--- src/hdl/aoc_map.vh ---
`ifndef AOC_MAP_VH
`define AOC_MAP_VH
// clock
`define AOC_CLK_NS 5
// register byte offsets
`define AOC_CTRL_OFS 4'h0
`define AOC_STATUS_OFS 4'h4
`define AOC_CTRL_RST 10'h000
// control field positions
`define AOC_C_HALF 0
`define AOC_C_FMT 1
`define AOC_C_FAST 2
`define AOC_C_RATE 3
`define AOC_C_IFACE 4
`define AOC_C_SRC 5
`define AOC_C_RDT 6
`define AOC_C_DIV_LO 8
`define AOC_C_DIV_HI 9
// status field positions
`define AOC_S_MODE_LO 0
`define AOC_S_MODE_HI 2
`define AOC_S_LATE 3
`define AOC_S_BUSY 4
`define AOC_S_CNT_LO 8
`define AOC_S_CNT_HI 11
// axi responses
`define AOC_RESP_OKAY 2'h0
`define AOC_RESP_SLVERR 2'h2
// result width
`define AOC_RES_W 16
// least serial clock periods in ns per divide code
`define AOC_SCLK_NS_0 8
`define AOC_SCLK_NS_1 16
`define AOC_SCLK_NS_2 32
`define AOC_SCLK_NS_3 64
// least times round up to whole cycles
`define AOC_SCLK_CYC_0 ((`AOC_SCLK_NS_0 + `AOC_CLK_NS - 1) / `AOC_CLK_NS)
`define AOC_SCLK_CYC_1 ((`AOC_SCLK_NS_1 + `AOC_CLK_NS - 1) / `AOC_CLK_NS)
`define AOC_SCLK_CYC_2 ((`AOC_SCLK_NS_2 + `AOC_CLK_NS - 1) / `AOC_CLK_NS)
`define AOC_SCLK_CYC_3 ((`AOC_SCLK_NS_3 + `AOC_CLK_NS - 1) / `AOC_CLK_NS)
// longest gap between conversions in fast modes
`define AOC_MAX_GAP_MS 1
`define AOC_MAX_GAP_CYC (`AOC_MAX_GAP_MS * 1000000 / `AOC_CLK_NS)
`endif

--- src/hdl/aoc_top.v ---
`timescale 1ns/1ps
`include "aoc_map.vh"

// result fifo, valid and ready on both sides
module aoc_fifo #(
  parameter W = 16,
  parameter D = 8,
  parameter AW = 3
) (
  input wire aclk,
  input wire aresetn,
  input wire [W-1:0] in_data,
  input wire in_valid,
  output wire in_ready,
  output wire [W-1:0] out_data,
  output wire out_valid,
  input wire out_ready,
  output wire [AW:0] level
);
  reg [W-1:0] mem [0:D-1];
  reg [AW-1:0] wp_reg;
  reg [AW-1:0] rp_reg;
  reg [AW:0] cnt_reg;
  wire push;
  wire pop;

  assign in_ready = (cnt_reg != D[AW:0]);
  assign out_valid = (cnt_reg != {(AW+1){1'b0}});
  assign push = in_valid && in_ready;
  assign pop = out_valid && out_ready;
  assign out_data = mem[rp_reg];
  assign level = cnt_reg;

  // storage write
  always @(posedge aclk) begin
    if (push) begin
      mem[wp_reg] <= in_data;
    end
  end

  // pointers and fill count
  always @(posedge aclk) begin
    if (!aresetn) begin
      wp_reg <= {AW{1'b0}};
      rp_reg <= {AW{1'b0}};
      cnt_reg <= {(AW+1){1'b0}};
    end else begin
      if (push) begin
        wp_reg <= (wp_reg == D[AW-1:0] - 1'b1) ? {AW{1'b0}} : wp_reg + 1'b1;
      end
      if (pop) begin
        rp_reg <= (rp_reg == D[AW-1:0] - 1'b1) ? {AW{1'b0}} : rp_reg + 1'b1;
      end
      if (push && !pop) begin
        cnt_reg <= cnt_reg + 1'b1;
      end else if (pop && !push) begin
        cnt_reg <= cnt_reg - 1'b1;
      end
    end
  end
endmodule // aoc_fifo

module aoc_top #(
  parameter FIFO_DEPTH = 8,
  parameter FIFO_AW = 3,
  parameter MAX_GAP_CYC = `AOC_MAX_GAP_CYC
) (
  input wire aclk,
  input wire aresetn,
  input wire [3:0] s_axi_awaddr,
  input wire s_axi_awvalid,
  output wire s_axi_awready,
  input wire [31:0] s_axi_wdata,
  input wire [3:0] s_axi_wstrb,
  input wire s_axi_wvalid,
  output wire s_axi_wready,
  output wire [1:0] s_axi_bresp,
  output wire s_axi_bvalid,
  input wire s_axi_bready,
  input wire [3:0] s_axi_araddr,
  input wire s_axi_arvalid,
  output wire s_axi_arready,
  output wire [31:0] s_axi_rdata,
  output wire [1:0] s_axi_rresp,
  output wire s_axi_rvalid,
  input wire s_axi_rready,
  input wire [15:0] conv_data,
  input wire conv_valid,
  output wire conv_ready,
  input wire par_read,
  output wire [15:0] d_out,
  output wire [15:0] d_oe,
  input wire cs_n,
  input wire sclk_in,
  output wire sclk_out,
  output wire sclk_oe,
  output wire serial_result_out,
  output wire serial_result_oe
);
  localparam ST_IDLE = 2'b01;
  localparam ST_SHIFT = 2'b10;
  localparam [6:0] PER_0 = `AOC_SCLK_CYC_0, PER_1 = `AOC_SCLK_CYC_1;
  localparam [6:0] PER_2 = `AOC_SCLK_CYC_2, PER_3 = `AOC_SCLK_CYC_3;
  reg [9:0] ctrl_reg;
  reg [3:0] awaddr_reg;
  reg aw_got_reg;
  reg w_got_reg;
  reg [31:0] wdata_reg;
  reg [3:0] wstrb_reg;
  reg bvalid_reg;
  reg [1:0] bresp_reg;
  reg rvalid_reg;
  reg [31:0] rdata_reg;
  reg [1:0] rresp_reg;
  reg late_reg;
  reg [31:0] gap_reg;
  reg [15:0] par_word_reg;
  reg [15:0] shift_reg;
  reg [4:0] bits_reg;
  reg [1:0] state_reg;
  reg [6:0] pcnt_reg;
  reg sclk_reg;
  reg sclk_in_prev_reg;
  reg sdo_reg;
  reg [6:0] period_next;
  reg pop_next;
  wire [15:0] head;
  wire head_valid;
  wire [FIFO_AW:0] level;
  wire [15:0] fmt_word;
  wire [2:0] mode_onehot;
  wire serial_mode;
  wire master_mode;
  wire [1:0] div_eff;
  wire wr_do;
  wire [31:0] status_word;
  wire shift_tick;
  wire conv_taken;
  aoc_fifo #(
    .W(`AOC_RES_W),
    .D(FIFO_DEPTH),
    .AW(FIFO_AW)
  ) aoc_fifo_inst (
    .aclk(aclk),
    .aresetn(aresetn),
    .in_data(conv_data),
    .in_valid(conv_valid),
    .in_ready(conv_ready),
    .out_data(head),
    .out_valid(head_valid),
    .out_ready(pop_next),
    .level(level)
  );
  // mode decode, bit 0 fast wideband, bit 1 fast, bit 2 accurate
  assign mode_onehot[0] = ctrl_reg[`AOC_C_FAST] && ctrl_reg[`AOC_C_RATE];
  assign mode_onehot[1] = ctrl_reg[`AOC_C_FAST] && !ctrl_reg[`AOC_C_RATE];
  assign mode_onehot[2] = !ctrl_reg[`AOC_C_FAST] && !ctrl_reg[`AOC_C_RATE];
  assign serial_mode = ctrl_reg[`AOC_C_IFACE];
  assign master_mode = serial_mode && !ctrl_reg[`AOC_C_SRC];
  // divide applies only in master read after convert
  assign div_eff = ctrl_reg[`AOC_C_RDT] ? 2'h0 : ctrl_reg[`AOC_C_DIV_HI:`AOC_C_DIV_LO];
  // output code format
  assign fmt_word = {ctrl_reg[`AOC_C_FMT] ? head[15] : ~head[15], head[14:0]};
  assign conv_taken = conv_valid && conv_ready;
  // serial clock period per divide code
  always @* begin
    case (div_eff)
      2'h0: period_next = PER_0;
      2'h1: period_next = PER_1;
      2'h2: period_next = PER_2;
      default: period_next = PER_3;
    endcase
  end
  // shift instant: end of internal period or external rising edge
  assign shift_tick = master_mode ? (pcnt_reg == period_next - 7'h01) : (sclk_in && !sclk_in_prev_reg);
  // fifo pop: parallel read or start of a serial word
  always @* begin
    pop_next = 1'b0;
    if (!serial_mode) begin
      pop_next = par_read && head_valid;
    end else if (state_reg == ST_IDLE) begin
      pop_next = head_valid && !cs_n;
    end
  end
  // axi write address and data, taken in either order
  assign s_axi_awready = !aw_got_reg && !bvalid_reg;
  assign s_axi_wready = !w_got_reg && !bvalid_reg;
  assign s_axi_bvalid = bvalid_reg;
  assign s_axi_bresp = bresp_reg;
  assign wr_do = aw_got_reg && w_got_reg && !bvalid_reg;
  always @(posedge aclk) begin
    if (!aresetn) begin
      aw_got_reg <= 1'b0;
      w_got_reg <= 1'b0;
      awaddr_reg <= 4'h0;
      wdata_reg <= 32'h00000000;
      wstrb_reg <= 4'h0;
      bvalid_reg <= 1'b0;
      bresp_reg <= `AOC_RESP_OKAY;
    end else begin
      if (s_axi_awvalid && s_axi_awready) begin
        aw_got_reg <= 1'b1;
        awaddr_reg <= s_axi_awaddr;
      end
      if (s_axi_wvalid && s_axi_wready) begin
        w_got_reg <= 1'b1;
        wdata_reg <= s_axi_wdata;
        wstrb_reg <= s_axi_wstrb;
      end
      if (wr_do) begin
        aw_got_reg <= 1'b0;
        w_got_reg <= 1'b0;
        bvalid_reg <= 1'b1;
        bresp_reg <= (awaddr_reg[3:2] == `AOC_CTRL_OFS >> 2 || awaddr_reg[3:2] == `AOC_STATUS_OFS >> 2) ?
          `AOC_RESP_OKAY : `AOC_RESP_SLVERR;
      end else if (bvalid_reg && s_axi_bready) begin
        bvalid_reg <= 1'b0;
      end
    end
  end
  // control register with byte strobes
  always @(posedge aclk) begin
    if (!aresetn) begin
      ctrl_reg <= `AOC_CTRL_RST;
    end else if (wr_do && awaddr_reg[3:2] == `AOC_CTRL_OFS >> 2) begin
      if (wstrb_reg[0]) begin
        ctrl_reg[7:0] <= wdata_reg[7:0];
      end
      if (wstrb_reg[1]) begin
        ctrl_reg[9:8] <= wdata_reg[9:8];
      end
    end
  end
  // conversion gap watch outside accurate mode, late flag cleared by writing one
  always @(posedge aclk) begin
    if (!aresetn) begin
      gap_reg <= 32'h00000000;
      late_reg <= 1'b0;
    end else begin
      if (conv_taken || mode_onehot[2]) begin
        gap_reg <= 32'h00000000;
      end else if (gap_reg < MAX_GAP_CYC) begin
        gap_reg <= gap_reg + 32'h00000001;
      end
      if (!mode_onehot[2] && gap_reg == MAX_GAP_CYC - 1) begin
        late_reg <= 1'b1;
      end else if (wr_do && awaddr_reg[3:2] == `AOC_STATUS_OFS >> 2 && wstrb_reg[0] && wdata_reg[`AOC_S_LATE]) begin
        late_reg <= 1'b0;
      end
    end
  end
  // status word
  assign status_word = {20'h00000, level, 3'h0, (state_reg == ST_SHIFT), late_reg, mode_onehot};
  // axi read
  assign s_axi_arready = !rvalid_reg;
  assign s_axi_rvalid = rvalid_reg;
  assign s_axi_rdata = rdata_reg;
  assign s_axi_rresp = rresp_reg;
  always @(posedge aclk) begin
    if (!aresetn) begin
      rvalid_reg <= 1'b0;
      rdata_reg <= 32'h00000000;
      rresp_reg <= `AOC_RESP_OKAY;
    end else if (s_axi_arvalid && s_axi_arready) begin
      rvalid_reg <= 1'b1;
      case (s_axi_araddr[3:2])
        `AOC_CTRL_OFS >> 2: begin
          rdata_reg <= {22'h000000, ctrl_reg};
          rresp_reg <= `AOC_RESP_OKAY;
        end
        `AOC_STATUS_OFS >> 2: begin
          rdata_reg <= status_word;
          rresp_reg <= `AOC_RESP_OKAY;
        end
        default: begin
          rdata_reg <= 32'h00000000;
          rresp_reg <= `AOC_RESP_SLVERR;
        end
      endcase
    end else if (rvalid_reg && s_axi_rready) begin
      rvalid_reg <= 1'b0;
    end
  end
  // parallel output word
  always @(posedge aclk) begin
    if (!aresetn) begin
      par_word_reg <= 16'h0000;
    end else if (!serial_mode && pop_next) begin
      par_word_reg <= fmt_word;
    end
  end

  // byte order on the bus halves
  assign d_out = ctrl_reg[`AOC_C_HALF] ? {par_word_reg[7:0], par_word_reg[15:8]} : par_word_reg;
  // pin enables: parallel drives all, serial only the two lowest
  assign d_oe = serial_mode ? 16'h0003 : 16'hFFFF;

  // serial engine
  always @(posedge aclk) begin
    if (!aresetn) begin
      state_reg <= ST_IDLE;
      shift_reg <= 16'h0000;
      bits_reg <= 5'h00;
      pcnt_reg <= 7'h00;
      sclk_reg <= 1'b0;
      sclk_in_prev_reg <= 1'b0;
      sdo_reg <= 1'b0;
    end else begin
      sclk_in_prev_reg <= sclk_in;
      case (state_reg)
        ST_IDLE: begin
          pcnt_reg <= 7'h00;
          sclk_reg <= 1'b0;
          if (serial_mode && pop_next) begin
            shift_reg <= {fmt_word[14:0], 1'b0};
            sdo_reg <= fmt_word[15];
            sclk_reg <= master_mode;
            bits_reg <= 5'h10;
            state_reg <= ST_SHIFT;
          end
        end
        ST_SHIFT: begin
          if (cs_n) begin
            state_reg <= ST_IDLE;
          end else begin
            pcnt_reg <= shift_tick ? 7'h00 : pcnt_reg + 7'h01;
            sclk_reg <= master_mode && !(shift_tick && bits_reg == 5'h01) &&
              ((shift_tick ? 7'h00 : pcnt_reg + 7'h01) < (period_next >> 1));
            if (shift_tick) begin
              sdo_reg <= shift_reg[15];
              shift_reg <= {shift_reg[14:0], 1'b0};
              bits_reg <= bits_reg - 5'h01;
              if (bits_reg == 5'h01) begin
                state_reg <= ST_IDLE;
              end
            end
          end
        end
        default: begin
          state_reg <= ST_IDLE;
        end
      endcase
    end
  end

  assign sclk_out = sclk_reg;
  assign sclk_oe = master_mode && !cs_n;
  assign serial_result_out = sdo_reg;
  assign serial_result_oe = serial_mode && !cs_n;
endmodule // aoc_top

--- config.mk ---
export PLATFORM = sky130hd
export DESIGN_NAME = aoc_top
export DESIGN_NICKNAME = d
export VERILOG_FILES = /design/src/hdl/aoc_top.v
export VERILOG_INCLUDE_DIRS = /design/src /design/src/hdl
export SDC_FILE = /design/constraint.sdc
export NUM_CORES = 1
export LEC_CHECK = 0
export ABC_CLOCK_PERIOD_IN_PS = 4200
export BUFFER_PORTS_ARGS = -buffer_cell sky130_fd_sc_hd__buf_2
export CORE_ASPECT_RATIO = 0.7
export CORE_UTILIZATION = 58
export DETAILED_ROUTE_END_ITERATION = 6
export PLACE_DENSITY = 0.91
export SKIP_LAST_GASP = 1
export SLEW_MARGIN = 20
export SYNTH_ARGS = -nofsm -noshare
export SYNTH_HDL_FRONTEND = slang
export SYNTH_SLANG_ARGS = --single-unit
export TNS_END_PERCENT = 100
--- constraint.sdc ---
create_clock -name aclk -period 4.2 [get_ports aclk]
set_clock_uncertainty 0.2 [all_clocks]
set_input_delay 0.42 -clock aclk [delete_from_list [all_inputs] [get_ports aclk]]
set_output_delay 0.42 -clock aclk [all_outputs]
set_load 0.02 [all_outputs]
# Word-level counts from Yosys, hierarchy flattened
# Memory sizes are Yosys's and may differ from the RTL's. A register that Yosys moved wholly into a read port is not among the register bits.
# Index checks and enable logic that the tools add are counted.
word_totals:
  word_cells: 168
  out_inout_bits: 78
  reg_bits: 158
  input_bits: 71
  rom_bits: 0
  n_memories: 1
  latch_bits: 0
  ram_bits: 128
mem_list:
  columns: ["memory", "words", "width", "read_ports", "rd_clocked_by_memory_dff", "write_ports", "line_no", "source"]
  rows:
  - ["aoc_fifo_inst.mem", 8, 16, 1, 1, 1, "aoc_top.v:20", "reg [W-1:0] mem [0:D-1];"]
op_classes:
  magnitude_cmp: 2
  bitwise_logic: 2
  shifts: 0
  n_mux: 48
  reduce_logical: 65
  n_eq_ne: 17
  n_addsub: 8
  n_mul: 0
  n_div: 0
ops:
  columns: ["cell", "count"]
  rows:
  - ["16-bit two-way mux", 5]
  - ["32-bit by 1-bit adder with 32-bit output (second input constant)", 1]
  - ["32-bit by 18-bit == test with 1-bit output (second input constant)", 1]
  - ["1-bit logical AND", 32]
  - ["32-bit by 18-bit less-than comparator with 1-bit output (second input constant)", 1]
  - ["16-bit one-hot mux with 2 select lines", 1]
  - ["12-bit one-hot mux with 2 select lines", 1]
  - ["1-bit two-way mux", 17]
  - ["5-bit two-way mux", 3]
  - ["1-bit logical NOT", 14]
  - ["2-bit two-way mux", 7]
  - ["7-bit two-way mux", 2]
  - ["7-bit one-hot mux with 2 select lines", 1]
  - ["3-bit two-way mux", 4]
  - ["4-bit one-hot mux with 3 select lines", 1]
  - ["5-bit one-hot mux with 2 select lines", 1]
  - ["2-bit nonzero test", 5]
  - ["2-bit by 1-bit == test with 1-bit output (second input constant)", 4]
  - ["4-bit two-way mux", 2]
  - ["7-bit by 1-bit adder with 7-bit output (second input constant)", 1]
  - ["7-bit == test", 1]
  - ["7-bit by 6-bit less-than comparator with 1-bit output", 1]
  - ["7-bit by 1-bit subtractor with 7-bit output (second input constant)", 1]
  - ["3-bit by 1-bit adder with 3-bit output (second input constant)", 2]
  - ["other kinds (20)", 33]

# Logic depth before layout (Yosys ltp)
# Gate-level depths: netlist of the first run.
logic_depth:
  ltp_word: 12
  mapped_depth: 12
  depth_no_buf: 12

# Cells and area by module
# From an unflattened synthesis of the first run, not the netlist that was laid out.
hier_totals:
  cells_unflattened: 945
  area_unflattened_um2: 11561.1
by_module_without_submodules:
  columns: ["module", "instances", "cells_each", "area_each_um2", "seq_area_each_um2"]
  rows:
  - ["aoc_top", 1, 685, 5967.0, 2462.4]
  - ["aoc_fifo", 1, 260, 5594.1, 4103.9]

# Worst setup path before layout of the first run
# No wires, ideal clock.
synth_path:
  kind: "reg2reg"
  start: "register aoc_fifo_inst.cnt_reg[0], in the netlist aoc_fifo_inst.level[0]"
  end: "memory aoc_fifo_inst.mem[0][0], enable pin"
  stages_incl_launch_ff: 6
  required_ns: 3.570
  path_buffers: 1
  arrival_ns: 2.598
  setup_ns: 0.430
  synth_period_minus_slack_ns: 3.228
  setup_slack_ns: 0.972
  cell_sequence: "dfxtp_1 nor3_1 nand2_1 nand2_1 clkbuf_1 nor4_1"
synth_via:
  elab_chain_cells: 4
synth_lines:
  columns: ["element", "line_no", "source"]
  rows:
  - ["start: declaration", "aoc_top.v:23", "reg [AW:0] cnt_reg;"]
  - ["start signal: assignment", "aoc_top.v:46", "cnt_reg <= {(AW+1){1'b0}};"]
  - ["start signal: assignment", "aoc_top.v:55", "cnt_reg <= cnt_reg + 1'b1;"]
  - ["start signal: assignment", "aoc_top.v:57", "cnt_reg <= cnt_reg - 1'b1;"]
  - ["4-bit != test", "aoc_top.v:27", "assign in_ready = (cnt_reg != D[AW:0]);"]
  - ["named net conv_ready", "aoc_top.v:89", "output wire conv_ready,"]
  - ["1-bit logical AND", "aoc_top.v:29", "assign push = in_valid && in_ready;"]
  - ["1-bit two-way mux", "aoc_top.v:36", "if (push) begin"]
  - ["1-bit two-way mux (not written as such)", "aoc_top.v:37", "mem[wp_reg] <= in_data;"]
  - ["end: declaration", "aoc_top.v:20", null]
# The timed path passes the listed nets, and every way through them passes these cells.

# Worst setup path in the final report of the first run
layout_path:
  start: "register aoc_fifo_inst.cnt_reg[0], in the netlist aoc_fifo_inst.level[0]"
  end: "register aoc_fifo_inst.cnt_reg[3], in the netlist aoc_fifo_inst.level[3]"
layout_via:
  elab_chain_cells: 8
  elab_cells_between_ends: 17
  cone_classes: "add/sub: 2; eq/ne: 1; mux: 4; reduce/logical: 10"
layout_lines:
  columns: ["element", "line_no", "source"]
  rows:
  - ["4-bit nonzero test", "aoc_top.v:28", "assign out_valid = (cnt_reg != {(AW+1){1'b0}});"]
  - ["1-bit logical AND", "aoc_top.v:182", "pop_next = head_valid && !cs_n;"]
  - ["1-bit two-way mux", "aoc_top.v:181", "end else if (state_reg == ST_IDLE) begin"]
  - ["1-bit two-way mux", "aoc_top.v:179", "if (!serial_mode) begin"]
  - ["1-bit logical AND", "aoc_top.v:30", "assign pop = out_valid && out_ready;"]
  - ["1-bit logical NOT", "aoc_top.v:54", "if (push && !pop) begin"]
  - ["1-bit logical AND", "aoc_top.v:54", null]
  - ["4-bit two-way mux / 2-bit nonzero test (equally long branches)", null, null]
# Parallel ways exist; a longest one is shown, timed or not. The select of a mux whose other input is x is not followed.
# A chain may end at the register's enable or synchronous reset.

==> run summary, run 1 <==
Synth async-reset ratio: 0
Die ar.: 0.0199 mm²
Detailed Routing Iterations Pass 1: 5
Avg Inst Size Synth: 12.0 µm²
Achievable Freq: 282 MHz
Routed wl met2: 12000 µm
#FFs+latches synth: 264
Final worst setup slack: 651 ps
Slew margin rel.: 0.261
Status: completed
Crit end category: flop
Final Critical Period: 3550 ps
Top-area cell type share of the netlist area: 0.343
Setup CP Type: flop to flop
Nets: 1119
Worst Hold End: aoc_fifo_inst.mem[0][1]$_DFFE_PP_
Buf/Inv on CP: 1
Final worst-path cycle share: 0.845
Worst path cell trace: or4_1 -> o21ai_1 -> ha_1 -> inv_1 -> ha_1 -> a21o_1 -> a21oi_1 -> xnor2_1 -> or3_1 -> a21oi_1
Max FFs per register: 128
Post-synth EDFFs: 128
Core area: 0.0189 mm²
WHS Path Cells: 1
Filler cell count: 1264
Routed wire length per instance: 19.9 µm
Crit path max fanout: 6
# resized after CTS: 0
Reg-to-Reg End: aoc_fifo_inst.level[3]$_SDFFE_PN0P_
Slowest CP cell: or4_1
# IOs: 149
Register area: 0.00657 mm²
Multi-input gate area: 0.00425 mm²
Dpl hpwl: 15600 µm
Synth top area cells: edfxtp_1 (34%), dfxtp_1 (24%), mux4_2 (6.4%)
Reg2Reg Depth: 10
Vias/cell: 6.06
Pwr Density: 513 mW/mm²
Reg2reg start: aoc_fifo_inst.level[0]$_SDFFE_PN0P_
Vias in the first global route: 7504
Max Slew Vio Count: 0
Starting density of the core: 0.592
CP Launch Type: flop
Worst-margin pin slew: 1110 ps
H-tree depth: 1
Share of cells above drive strength 1: 0.199
DR WL met3: 2190 µm
Final setup viols: 0
RSZ-0062 raised after global routing: no
Grt ovf: 0
CTS tree: yes
Clock slew at reported path FFs: 60 ps
Root buf cell: clkbuf_16
Cell variety after synth: 67
Drc violations: 0
Fin. Hold Viols: 0
Leak Pwr: 4.74 nW
Die X: 168 µm
Antenna violations before repair: 1
Clk buf depth: 3
Critical path's largest stage delay: 680 ps
Vias: 7844
Hold path startpoint: conv_data[1]
Pre-CTS setup slack: 934 ps
Synth Warn #: 0
N_diodes: 0
Peak supply drop: 0.267 mV
HP Class: input pin to flop
Final ANT Viol Nets: 0
Wire length on met1: 10800 µm
GP Congestion: 0.879
Cts bufs inserted: 24
Setup TNS Final: 0 ps
R2R setup slack: 650 ps
Post-Route WL: 25800 µm
Arrival time at the worst endpoint: 3790 ps
I/O Buffers: 96
Ys flop type: dfxtp_1
Layout area overhead: 15.1%
Row cnt: 42
Worst-Skew Late Latency: 520 ps
Worst Hold Slack: 6.23 ps
Critical path data required time: 4440 ps
Global Route Usage Sum: 0.260
Largest net degree at the start of global routing: 79
Synth Instances: 931
Largest area contributor in the netlist: edfxtp_1
First-pass GRT wire length: 40200 µm
Die height: 118 µm
Sink Count: 264
Cell Area, Synth: 0.0112 mm²
Highest metal used: met5
Sequential fraction of the synthesis area: 0.587
Post-synth top cells: dfxtp_1 (136), edfxtp_1 (128), nand2_1 (88)
Initial drt markers: 859
Crit-path leading delay family: compound AO/OA/AOI/OAI gates
Count leader, synth: dfxtp_1
Max Cap Viol: 0
[metal layers]
layer,track usage,up-vias
met1,0.361,3794
met3,0.0489,74
li1,-,3589
met4,0.0830,2
met2,0.419,385
met5,0,-
[cells by family (layout without fill, tap and decap cells)]
logic type	after synthesis	count (layout)	share of synthesized area
simple gates	294	294	0.127
flops	264	264	0.587
compound gates	158	158	0.0948
buf+inv	95	194	0.0449
mux	89	89	0.118
xor+xnor	15	15	0.0117
fa+ha+maj	14	14	0.0163
other cells	2	24	0.000671
[how the worst max path moves through the flow]
stage / start / endpoint / slack, ps / cells after the start
3_5_place_dp: aoc_fifo_inst.level[0]$_SDFFE_PN0P_ / aoc_fifo_inst.level[3]$_SDFFE_PN0P_ / 930 / 10
3_3_place_gp: aoc_fifo_inst.level[0]$_SDFFE_PN0P_ / aoc_fifo_inst.level[3]$_SDFFE_PN0P_ / 1120 / 10
4_1_cts: aoc_fifo_inst.level[0]$_SDFFE_PN0P_ / aoc_fifo_inst.level[3]$_SDFFE_PN0P_ / 720 / 10
6_report: aoc_fifo_inst.level[0]$_SDFFE_PN0P_ / aoc_fifo_inst.level[3]$_SDFFE_PN0P_ / 650 / 10
5_1_grt: aoc_fifo_inst.level[0]$_SDFFE_PN0P_ / aoc_fifo_inst.level[3]$_SDFFE_PN0P_ / 530 / 10
2_1_floorplan: aoc_fifo_inst.level[0]$_SDFFE_PN0P_ / aoc_fifo_inst.mem[0][0]$_DFFE_PP_ / 970 / 5
[what timing repair did]
item | 4_1_cts | 5_1_grt
setup buffers | 0 | 0
endpoints found under the hold margin | 130 | 0
hold buffers | 32 | 0
[metrics by stage]
step / instance area [µm²] / total power [mW] / utilization / instances
6_report: 12900 / 6.61 / 0.681 / 1294
5_1_grt: 12900 / 6.84 / 0.681 / 1294
4_1_cts: 12900 / 6.62 / 0.681 / 1294
3_5_place_dp: 11700 / 4.25 / 0.619 / 1218
3_3_place_gp: 11700 / 4.17 / 0.619 / 1218
2_1_floorplan: 11300 / 3.90 / - / 953
[layout make-up]
type	instances	share of cell area
sequential	264	0.510
multi-input combinational	594	0.330
timing repair buffer	138	0.0680
clock buffer	28	0.0494
tap	242	0.0235
clock inverter	16	0.0164
inverter	12	0.00350
[cells in the final DEF, fill, tap and decap left out, types with 4 or more instances in the layout]
cell	n
dfxtp_1	134
edfxtp_1	128
buf_2	96
nand2_1	88
nor2_1	85
a21oi_1	39
mux2i_1	37
mux4_2	32
dlygate4sd3_1	32
clkbuf_16	25
conb_1	24
a211oi_1	23
nand3_1	20
mux2_2	20
and3_1	20
o21ai_0	19
o22ai_1	15
ha_1	13
xnor2_1	12
o21ai_1	12
a22oi_1	12
inv_1	11
nand2b_1	11
or3_1	10
buf_4	10
nor3_1	9
and2_1	9
nand3b_1	7
nor3b_1	6
a31oi_1	6
nand4_1	5
bufinv_16	5
clkinv_1	5
nor4_1	4
[where the power goes]
group	internal [mW]	switching, mW	leakage (nW)	total (mW)
logic	0.524	0.701	2.07	1.22
registers	2.87	0.179	2.27	3.04
clock network	1.40	0.946	0.407	2.34
Note: power is estimated with default switching activity, not from simulation.
==> inputs of run 2 (changes only) <==
ABC_CLOCK_PERIOD_IN_PS = 3500   (was 4200)
clock period = 3.5 ns   (was 4.2 ns; I/O delays follow)
==> run summary, run 2 (synthesis gave the netlist of run 1 again) <==
Status: completed
Critical path data required time: 3740 ps (-700 ps)
Arrival time at the worst endpoint: 3420 ps (-370 ps)
Clock Power Share: 0.359 (+0.005)
Clk buf depth: 3 (unchanged)
Final ANT Viol Nets: 0 (unchanged)
Row cnt: 42 (unchanged)
Setup CP Type: flop to flop
Internal power: 5.79 mW (+21%)
Final worst-path cycle share: 0.907 (+0.0618)
Worst-Skew Late Latency: 520 ps (about the same)
Max Slew Vio Count: 0 (unchanged)
Switching Power: 2.17 mW (+19%)
Max FFs per register: 128 (unchanged)
N_diodes: 0 (unchanged)
WHS Path Cells: 3 (+2)
Switching share of power: 0.272 (-0.00363)
Worst Hold Slack: 54.7 ps (+48.5 ps)
Largest net degree at the start of global routing: 60 (-24%)
Crit end category: flop
Sink Count: 264 (unchanged)
Achievable Freq: 315 MHz (+12%)
Fin. Hold Viols: 0 (unchanged)
I/O Buffers: 96 (unchanged)
Power, Total: 7.96 mW (+20%)
Die X: 168 µm (unchanged)
Pwr Density: 613 mW/mm² (+19%)
Vias: 7804 (-0.51%)
RSZ-0062 raised after global routing: no
Sequential share of power: 0.454 (-0.006)
Final worst setup slack: 327 ps (-325 ps)
Commonest cells after routing, fill and taps aside: dfxtp_1 (135), edfxtp_1 (128), buf_2 (96)
Cts bufs inserted: 25 (+4.2%)
First-pass GRT wire length: 39700 µm (-1.2%)
Final setup viols: 0 (unchanged)
GP Congestion: 0.890 (+1.2%)
Initial drt markers: 801 (-6.8%)
Comb pwr share: 0.186 (about the same)
Clock slew at reported path FFs: 70 ps (about the same)
Setup TNS Final: 0 ps (unchanged)
Reg2Reg Depth: 10 (unchanged)
Grt ovf: 0 (unchanged)
# IOs: 149 (unchanged)
HP Class: input pin to flop
Postcts setup bufs: 0 (unchanged)
Detailed Routing Iterations Pass 1: 6 (+1)
CTS tree: yes
# resized after CTS: 0 (unchanged)
Die height: 118 µm (unchanged)
Dpl hpwl: 15800 µm (+1.4%)
Nets: 1132 (+1.2%)
H-tree depth: 1 (unchanged)
Antenna violations before repair: 0 (-1)
CP Launch Type: flop
Final Critical Period: 3170 ps (-375 ps)
Die ar.: 0.0199 mm² (unchanged)
Vias/cell: 5.97 (-1.5%)
Share of cells above drive strength 1: 0.206 (+0.00696)
Post-CTS Hold Buffers: 34 (+6.3%)
Pre-CTS setup slack: 521 ps (-413 ps)
Max Cap Viol: 0 (unchanged)
Crit path max fanout: 6 (unchanged)
Peak supply drop: 0.413 mV (+55%)
Most common cell after layout, fill and taps aside: dfxtp_1
Leak Pwr: 4.81 nW (+1.4%)
Vias in the first global route: 7525 (+0.28%)
Drc violations: 0 (unchanged)
Root buf cell: clkbuf_16
Worst-margin pin slew: 1030 ps (-73.4 ps)
Routed wire length per instance: 19.0 µm (-4.3%)
Post-Route WL: 24900 µm (-3.4%)
Global Route Usage Sum: 0.253 (-0.00712)
Layout area overhead: 16.0%
Starting density of the core: 0.592 (unchanged)
Slew margin rel.: 0.310 (+0.0499)
Core area: 0.0189 mm² (unchanged)
run 2: cell count changes in the layout (fill, tap and decap cells not counted), sizes merged:
cell / change
buf: +10
clkinvlp: +1
dlygate4sd3: +2
clkinv: -2
clkbuf: +2
run 2: metrics by stage:
stage	utilization	std cells	area [µm²]
3_3_place_gp	0.623	1228	11800
4_1_cts	0.686	1307	13000
5_1_grt	0.686	1307	13000
6_report	0.686	1307	13000
2_1_floorplan	-	953	11300
3_5_place_dp	0.623	1228	11800
run 2: area by class of cell:
class | instances | area [µm²]
Tap cell | 242 | 303
Timing Repair Buffer | 150 | 971
Sequential cell | 264 | 6570
Clock buffer | 30 | 654
Fill cell | 1240 | 5930
Inverter | 12 | 45.0
Multi-Input combinational cell | 594 | 4230
Clock inverter | 15 | 210
run 2: power by group through the flow:
stage	Sequential, mW	Clock (mW)	Combinational, mW
6_report	3.62	2.86	1.48
2_1_floorplan	3.60	0	1.09
3_3_place_gp	3.66	0	1.37
5_1_grt	3.64	3.01	1.61
3_5_place_dp	3.68	0	1.42
4_1_cts	3.62	2.88	1.47
run 2: final timing paths:
check,start,endpoint,slack [ps]
max reg2reg,aoc_fifo_inst.level[0]$_SDFFE_PN0P_,aoc_fifo_inst.level[3]$_SDFFE_PN0P_,330
max,aoc_fifo_inst.level[0]$_SDFFE_PN0P_,aoc_fifo_inst.level[3]$_SDFFE_PN0P_,330
min,aresetn,shift_reg[1]$_SDFFE_PN0P_,50
min reg2reg,wdata_reg[7]$_SDFFE_PN0P_,wdata_reg[7]$_SDFFE_PN0P_,260
run 2: per-layer routing:
metal	global-route usage	wire, µm	vias to the layer above
met5	0	0	-
met4	0.0852	709	0
met3	0.0536	1890	62
met2	0.396	11500	334
met1	0.354	10800	3788
li1	-	-	3620
run 2: critical path: stages, from the launching register on:
cell	delay, ps
dfxtp_1	380
or4_1	660
o21ai_1	250
ha_1	260
inv_1	100
ha_1	270
a21o_1	180
a21oi_1	170
xnor2_1	100
or3_1	330
a21oi_1	190
